===== src/rtl/pcld_pkg.sv =====
// Shared constants for the pulse-count LED dimmer link
`default_nettype none
package pcld_pkg;
  localparam int CLK_HZ = 50000000;
  localparam int CLK_NS = 20;
  localparam int OFF_HOLD_US = 1500;
  localparam int OFF_HOLD_CYC = (OFF_HOLD_US * 1000 + CLK_NS - 1) / CLK_NS;
  localparam int PUMP_DELAY_US = 400;
  localparam int PUMP_DELAY_CYC = (PUMP_DELAY_US * 1000 + CLK_NS - 1) / CLK_NS;
  localparam int WAKE_SETUP_US = 10;
  localparam int WAKE_SETUP_CYC = (WAKE_SETUP_US * 1000 + CLK_NS - 1) / CLK_NS;
  localparam int PROGRAM_LOW_NS = 300;
  localparam int PROGRAM_LOW_CYC = (PROGRAM_LOW_NS + CLK_NS - 1) / CLK_NS;
  localparam int PROGRAM_HIGH_NS = 300;
  localparam int PROGRAM_HIGH_CYC = (PROGRAM_HIGH_NS + CLK_NS - 1) / CLK_NS;
  localparam int MAX_RATE_HZ = 1000000;
  localparam int MIN_PERIOD_CYC = CLK_HZ / MAX_RATE_HZ;
  localparam int PROGRAM_HIGH_HOLD_CYC = MIN_PERIOD_CYC - PROGRAM_LOW_CYC;
  localparam int CNT_W = 24;
  localparam logic [4:0] FULL_SCALE_MA = 5'h1F;
  localparam logic [4:0] ZERO_MA = 5'h00;
  localparam int TEMP_TRIP_C = 165;
  localparam int TEMP_HYST_C = 20;
  localparam int TEMP_RESUME_C = TEMP_TRIP_C - TEMP_HYST_C;
endpackage
`default_nettype wire


===== src/rtl/pcld_link_if.sv =====
// Pin-level link between the host controller and the LED dimmer
`default_nettype none
interface pcld_link_if;
  logic chipOn;
  logic primaryDimN;
  logic secondaryDimN;
  modport dimmer (input chipOn, input primaryDimN, input secondaryDimN);
  modport host (output chipOn, output primaryDimN, output secondaryDimN);
endinterface
`default_nettype wire


===== src/rtl/pcld_dimmer.sv =====
// Device end: enable timing, pulse counting, pump mode and protection
`default_nettype none
module pcld_dimmer
  import pcld_pkg::*;
(
  // Clock and reset
  input  wire logic           clk,
  input  wire logic           rst_n,
  // Link
  pcld_link_if.dimmer         link,
  // Analog condition flags
  input  wire logic           supplyLow,
  input  wire logic           dieOverTemp,
  input  wire logic           dieCooled,
  input  wire logic           headroomLow,
  // Sink controls and status flags
  output var  logic [4:0]     primaryCurrent,
  output var  logic [4:0]     secondaryCurrent,
  output var  logic [3:0]     primarySinkEn,
  output var  logic [1:0]     secondarySinkEn,
  output var  logic           pumpBoost,
  output var  logic           enabled,
  output var  logic           thermalTrip,
  output var  logic           undervoltageLockout
);
  import pcld_pkg::*;

  typedef enum logic [1:0] {
    D_SHUT = 2'b00,
    D_ON   = 2'b01
  } pcld_dstate_t;

  typedef struct packed {
    logic [5:0] count;
    logic       prevN;
  } pcld_group_t;

  typedef struct packed {
    pcld_dstate_t st;
    logic [CNT_W-1:0] offTimer;
    logic [CNT_W-1:0] pumpTimer;
    pcld_group_t pri;
    pcld_group_t sec;
    logic [4:0] priMa;
    logic [4:0] secMa;
    logic [3:0] priEn;
    logic [1:0] secEn;
    logic boost;
    logic on;
    logic hot;
    logic undervoltage_lockout;
  } pcld_dim_t;

  pcld_dim_t s, next_s;

  // Power-up state: shut down, every sink off
  localparam pcld_dim_t DIM_RESET = '{
    st:        D_SHUT,
    offTimer:  '0,
    pumpTimer: '0,
    pri:       '{count: 6'd0, prevN: 1'b1},
    sec:       '{count: 6'd0, prevN: 1'b1},
    priMa:     ZERO_MA,
    secMa:     ZERO_MA,
    priEn:     4'h0,
    secEn:     2'h0,
    boost:     1'b0,
    on:        1'b0,
    hot:       1'b0,
    undervoltage_lockout:      1'b0
  };

  // Back to the untouched state so the next pulse is full scale again
  function automatic pcld_dim_t clear_counts(input pcld_dim_t d);
    pcld_dim_t r;
    r = d;
    r.pri.count = 6'd0;
    r.sec.count = 6'd0;
    r.boost = 1'b0;
    r.on = 1'b0;
    return r;
  endfunction

  // Pulse count 0 means untouched, 1 gives full scale, 32 gives zero
  function automatic pcld_group_t step_group(input pcld_group_t g, input logic dimN);
    pcld_group_t r;
    r = g;
    r.prevN = dimN;
    if (g.prevN && !dimN) begin
      if (g.count == 6'd32) begin
        r.count = 6'd1;
      end else begin
        r.count = g.count + 1'b1;
      end
    end
    return r;
  endfunction

  function automatic logic [4:0] group_ma(input logic [5:0] count);
    logic [4:0] ma;
    ma = ZERO_MA;
    if (count != 6'd0 && count != 6'd32) begin
      ma = FULL_SCALE_MA - 5'(count - 6'd1);
    end
    return ma;
  endfunction

  always_comb begin
    next_s = s;
    // Edges tracked even while off, so none is counted on wake
    next_s.pri.prevN = link.primaryDimN;
    next_s.sec.prevN = link.secondaryDimN;
    next_s.undervoltage_lockout = supplyLow;
    // Trip wins over a cool-down flag in the same cycle
    if (dieOverTemp) begin
      next_s.hot = 1'b1;
    end else if (dieCooled) begin
      next_s.hot = 1'b0;
    end
    case (s.st)
      D_SHUT: begin
        next_s = clear_counts(next_s);
        if (link.chipOn) begin
          next_s.st = D_ON;
          next_s.on = 1'b1;
          next_s.offTimer = '0;
          next_s.pumpTimer = '0;
        end
      end
      D_ON: begin
        // Enable high: count falling edges; low: time the hold
        if (link.chipOn) begin
          next_s.offTimer = '0;
          next_s.pri = step_group(s.pri, link.primaryDimN);
          next_s.sec = step_group(s.sec, link.secondaryDimN);
        end else if (s.offTimer >= CNT_W'(OFF_HOLD_CYC - 1)) begin
          next_s.st = D_SHUT;
          next_s = clear_counts(next_s);
        end else begin
          next_s.offTimer = s.offTimer + 1'b1;
        end
        // Pump timer runs only while 1x cannot hold the currents
        if (!s.boost) begin
          if (!headroomLow) begin
            next_s.pumpTimer = '0;
          end else if (s.pumpTimer >= CNT_W'(PUMP_DELAY_CYC - 1)) begin
            next_s.boost = 1'b1;
          end else begin
            next_s.pumpTimer = s.pumpTimer + 1'b1;
          end
        end
        if (next_s.st == D_SHUT) begin
          next_s.boost = 1'b0;
        end
      end
      default: next_s.st = D_SHUT;
    endcase
    // Shutdown, lockout and thermal trip force every sink to zero
    if (next_s.st == D_ON && !next_s.undervoltage_lockout && !next_s.hot) begin
      next_s.priMa = group_ma(next_s.pri.count);
      next_s.secMa = group_ma(next_s.sec.count);
    end else begin
      next_s.priMa = ZERO_MA;
      next_s.secMa = ZERO_MA;
    end
    next_s.priEn = {4{next_s.priMa != ZERO_MA}};
    next_s.secEn = {2{next_s.secMa != ZERO_MA}};
  end

  always_ff @(posedge clk) begin
    if (!rst_n) begin
      s <= DIM_RESET;
    end else begin
      s <= next_s;
    end
  end

  assign primaryCurrent = s.priMa;
  assign secondaryCurrent = s.secMa;
  assign primarySinkEn = s.priEn;
  assign secondarySinkEn = s.secEn;
  assign pumpBoost = s.boost;
  assign enabled = s.on;
  assign thermalTrip = s.hot;
  assign undervoltageLockout = s.undervoltage_lockout;
endmodule
`default_nettype wire


===== src/flat_wrapper.sv =====
// flat-port wrapper written by rule: the top's interface ports become plain ports
module pcld_dimmer_flat import pcld_pkg::*;
  (clk, rst_n, supplyLow, dieOverTemp, dieCooled, headroomLow, primaryCurrent, secondaryCurrent, primarySinkEn, secondarySinkEn, pumpBoost, enabled, thermalTrip, undervoltageLockout, link_chipOn, link_primaryDimN, link_secondaryDimN);
  pcld_link_if link_i ();
  input  wire logic clk;
  input  wire logic rst_n;
  input  wire logic supplyLow;
  input  wire logic dieOverTemp;
  input  wire logic dieCooled;
  input  wire logic headroomLow;
  output var  logic [4:0] primaryCurrent;
  output var  logic [4:0] secondaryCurrent;
  output var  logic [3:0] primarySinkEn;
  output var  logic [1:0] secondarySinkEn;
  output var  logic pumpBoost;
  output var  logic enabled;
  output var  logic thermalTrip;
  output var  logic undervoltageLockout;
  input wire logic [$bits(link_i.chipOn)-1:0] link_chipOn;
  input wire logic [$bits(link_i.primaryDimN)-1:0] link_primaryDimN;
  input wire logic [$bits(link_i.secondaryDimN)-1:0] link_secondaryDimN;
  assign link_i.chipOn = link_chipOn;
  assign link_i.primaryDimN = link_primaryDimN;
  assign link_i.secondaryDimN = link_secondaryDimN;
  pcld_dimmer u_core (.clk(clk), .rst_n(rst_n), .link(link_i), .supplyLow(supplyLow), .dieOverTemp(dieOverTemp), .dieCooled(dieCooled), .headroomLow(headroomLow), .primaryCurrent(primaryCurrent), .secondaryCurrent(secondaryCurrent), .primarySinkEn(primarySinkEn), .secondarySinkEn(secondarySinkEn), .pumpBoost(pumpBoost), .enabled(enabled), .thermalTrip(thermalTrip), .undervoltageLockout(undervoltageLockout));
endmodule

===== config.mk =====
export PLATFORM = sky130hd
export DESIGN_NAME = pcld_dimmer_flat
export DESIGN_NICKNAME = d
export VERILOG_FILES = /design/src/rtl/pcld_pkg.sv /design/src/rtl/pcld_link_if.sv /design/src/rtl/pcld_dimmer.sv /design/src/flat_wrapper.sv
export SDC_FILE = /design/constraint.sdc
export NUM_CORES = 1
export LEC_CHECK = 0
export BUFFER_PORTS_ARGS = -buffer_cell sky130_fd_sc_hd__buf_2
export CAP_MARGIN = 20
export CORE_ASPECT_RATIO = 1.25
export CORE_UTILIZATION = 60
export CTS_BUF_LIST = sky130_fd_sc_hd__clkbuf_8
export CTS_CLUSTER_SIZE = 30
export DETAILED_ROUTE_END_ITERATION = 8
export PLACE_DENSITY = 0.8
export SYNTH_ARGS = -nofsm -noshare
export SYNTH_HDL_FRONTEND = slang
export SYNTH_SLANG_ARGS = --single-unit

===== constraint.sdc =====
create_clock -name clk -period 2.8 [get_ports clk]
set_input_delay 0.42 -clock clk [delete_from_list [all_inputs] [get_ports clk]]
set_output_delay 0.42 -clock clk [all_outputs]
set_load 0.01 [all_outputs]

==> results by group <==
Logic synthesis
  • Number of flops mapped to enable cells by yosys: 0
  • Area leader, netlist: dfxtp_1
  • Synth top area cells: dfxtp_1 42%, nor2_1 5.7%, xnor2_1 4.5%
  • Synth async-reset ratio: 0%
  • Distinct cell type count after synthesis: 59
  • XOR/XNOR Fraction of Synth Area: 7.73%
  • Main combinational cell family by area after synthesis: simple AND/OR/NAND/NOR gates
  • Top FF cell, synth: dfxtp_1
  • Adder-Cell Fraction of Synth Area: 2.60%
  • Mux contribution to synthesized area: 0.260%
  • Synth Instances: 435
  • Average size of a mapped cell: slightly below 9 um2
  • Synthesized cell area: 3850 um2
  • Syn. warnings: 0
  • Synth Register Bits: 80
  • Syn_nets: between 400 and 500
  • Synth Area in Simple Gates: between 20% and 30%
  • Synth Area in Compound Gates: between 10% and 20%
  • Seq/Total Area, Yosys: 41.6%
  • Post-synth top area share: 41.6%

Timing
  • Final worst setup slack: 0.113 ns
  • Fin Setup TNS: 0 ns
  • Setup Skew: 0.0116 ns
  • Pins over their slew limit: 0
  • Max Clk Rate: 0.372 GHz
  • Crit path time final: about 2.7 ns
  • Number of setup violations in the final report: 0
  • Worst slew margin: between 50% and 60%
  • Fin. Hold Viols: 0
  • Final Cycle Share: 96.0%
  • RSZ-0062 raised after global routing: false
  • Actual slew at the worst max-slew pin: roughly 0.63 ns

Min path
  • Worst min-delay path category: in -> reg
  • Hold path startpoint: link_primaryDimN

Die
  • Die area: a little under 7000 um2
  • Row Count: 32
  • Initial core utilization: between 60 and 70%
  • Core ar.: 6170 um2
  • Die width: 73.7 um
  • Die height: 91.6 um
  • # IOs: 29

Global route
  • Pin count of the biggest net entering global routing: 29
  • First-pass GRT wire length: 12000 um
  • Vias in the first global route: 2835
  • Initial antenna violation count: 0
  • Gr ovfl total: 0
  • All-Layer GR Usage: between 20% and 30%

Setup path
  • Critical path arrival: approximately 2.9 ns
  • Reg-to-Reg End: u_core.primarySinkEn[0]
  • R2R Setup Slk: between 0.1 and 0.15 ns
  • R2R depth: 11
  • WP data required: just over 3 ns
  • Critical path capture point: u_core.primarySinkEn[0]
  • Critical path class: reg -> reg
  • RR Startpoint: u_core.s[58]
  • Critical path startpoint: u_core.s[58]
  • Type of element capturing the critical path: flop
  • Crit path launch type: flop
  • Critical path fanouts, max: 6

Routing
  • DRC Markers: 0
  • Routed WL: 7130 um
  • Initial drt markers: 141
  • Drt pass-1 iters: 4
  • ANT nets after route: 0
  • Total number of vias: 2966
  • Vias per std cell: 5.47
  • Routed wire per std cell: 13.2 um

Placed design
  • Port buffer count: 28
  • Final RePlAce weighted congestion: ~0.84
  • Post-DP HPWL: 4990 um
  • DP Area: 3950 um2
  • DP Worst Slack: between 0.1 and 0.15 ns

Pwr
  • Pleak: 1.57 nW
  • Pwr/cell area: ~500 nW/um2
  • VDD IR-drop max: 371 uV

Finish
  • Final instance area: 4220 um2
  • Filler cells: ~500
  • Area growth, synth to finish: 9.45%
  • Most frequent cells in the layout: 79 x dfxtp_1, 58 x nor2_1, 28 x buf_2
  • Multi-input gate area: 2010 um2
  • Register Area: 1600 um2
  • Fraction of layout cells with a size suffix above 1: 17.1%
  • Nets@finish: 469
  • Antenna cells: 0
  • Most common cell after layout, fill and taps aside: dfxtp_1

Clock network
  • H-tree depth: 3
  • Hold-fix buffers, CTS: 0
  • Clk pin slew, worst setup/hold paths: approximately 0.08 ns
  • Sinks on Clock Net: 80
  • CTS tree: built
  • TritonCTS Buffers: 9
  • Max clock buf depth: 2
  • Root buf cell: clkbuf_8
  • Clk Latency, worst-skew pair: 0.35 ns

Job
  • Max-Cap Viols: 0

Outcome
  • Status: finished, final reports clean
## worst max-delay path, cell delays in order, from the launching register on
cell,delay (ns)
dfxtp_2,0.34
ha_2,0.20
a21oi_2,0.15
nand4b_4,0.15
a41oi_4,0.14
o41ai_4,0.52
o22a_1,0.26
inv_1,0.08
ha_1,0.21
and3_4,0.17
nor4_1,0.24
a31oi_1,0.11
## registers in the layout (all words and copies together), names as in the netlist
name	flops
u_core.enabled	1
u_core.primaryCurrent	5
u_core.primarySinkEn	1
u_core.pumpBoost	1
u_core.s	64
u_core.secondaryCurrent	5
u_core.secondarySinkEn	1
u_core.thermalTrip	1
u_core.undervoltageLockout	1
## stage by stage
stage	hold WS, ns	total power, mW	cells	util, %
3_5_place_dp	0.453	1.28	523	64.1
6_report	0.278	2.11	542	68.4
4_1_cts	0.267	2.13	539	67.4
2_1_floorplan	0.431	1.25	435	-
5_1_grt	0.274	2.18	542	68.4
3_3_place_gp	0.442	1.28	523	64.1
## worst min path at each step
stage / to / slack (ns) / depth (start not counted)
6_report: u_core.s[27] / 0.28 / 2
5_1_grt: u_core.s[27] / 0.27 / 2
4_1_cts: u_core.s[27] / 0.27 / 2
3_5_place_dp: u_core.s[53] / 0.45 / 1
3_3_place_gp: u_core.s[56] / 0.44 / 1
2_1_floorplan: u_core.s[56] / 0.43 / 1
## area by class of cell
cell class / instances / area share, %
clock buffer: 10 / 3.27
clock inverter: 6 / 1.60
inverter: 20 / 1.78
multi-input combinational: 303 / 47.7
sequential: 80 / 38.0
tap: 85 / 2.52
timing repair buffer: 38 / 5.11
## report_power, final
group / total [mW] / switching [mW] / internal, mW
registers: 1.15 / 0.00665 / 1.14
clock network: 0.858 / 0.419 / 0.439
logic: 0.102 / 0.0646 / 0.0376
## what timing repair did
item,CTS,global route
buffers inserted,0,3
setup endpoints to repair,0,2
gates resized for setup,0,6
## cells in the mapped netlist (all sizes together), types with 2 or more instances
cell    number
nor3b        3
a211oi       2
clkbuf      12
nor3         8
and4         5
nor2        58
o22a         2
and3         9
xor2        14
nand2       27
ha           8
nand4        6
or3          3
o31ai        3
nand3       18
a41oi        3
o21ai       16
o31a         2
a21o         3
xnor2       20
a31oi        7
nor4        13
nand2b       5
buf         20
nor4b        4
and2        17
a21oi       17
dfxtp       80
nor2b       14
inv         20
## cells by family (layout without fill, tap and decap cells)
group | Yosys count | after routing
adder cells (fa/ha/maj) | 8 | 8
other | 1 | 1
multiplexers | 1 | 1
buffers and inverters | 52 | 74
AND/OR/NAND/NOR | 195 | 195
AO/OA/AOI/OAI | 64 | 64
XOR/XNOR | 34 | 34
flip-flops | 80 | 80
## metal layers
metal	global-route usage [%]	share of wire (%)	vias up
met4	10.9	1.6	0
met5	0	0	-
met1	27.2	46	1393
li1	-	-	1512
met2	38.4	49	49
met3	4.22	3.3	12
Power figures use the tool's default switching activity.
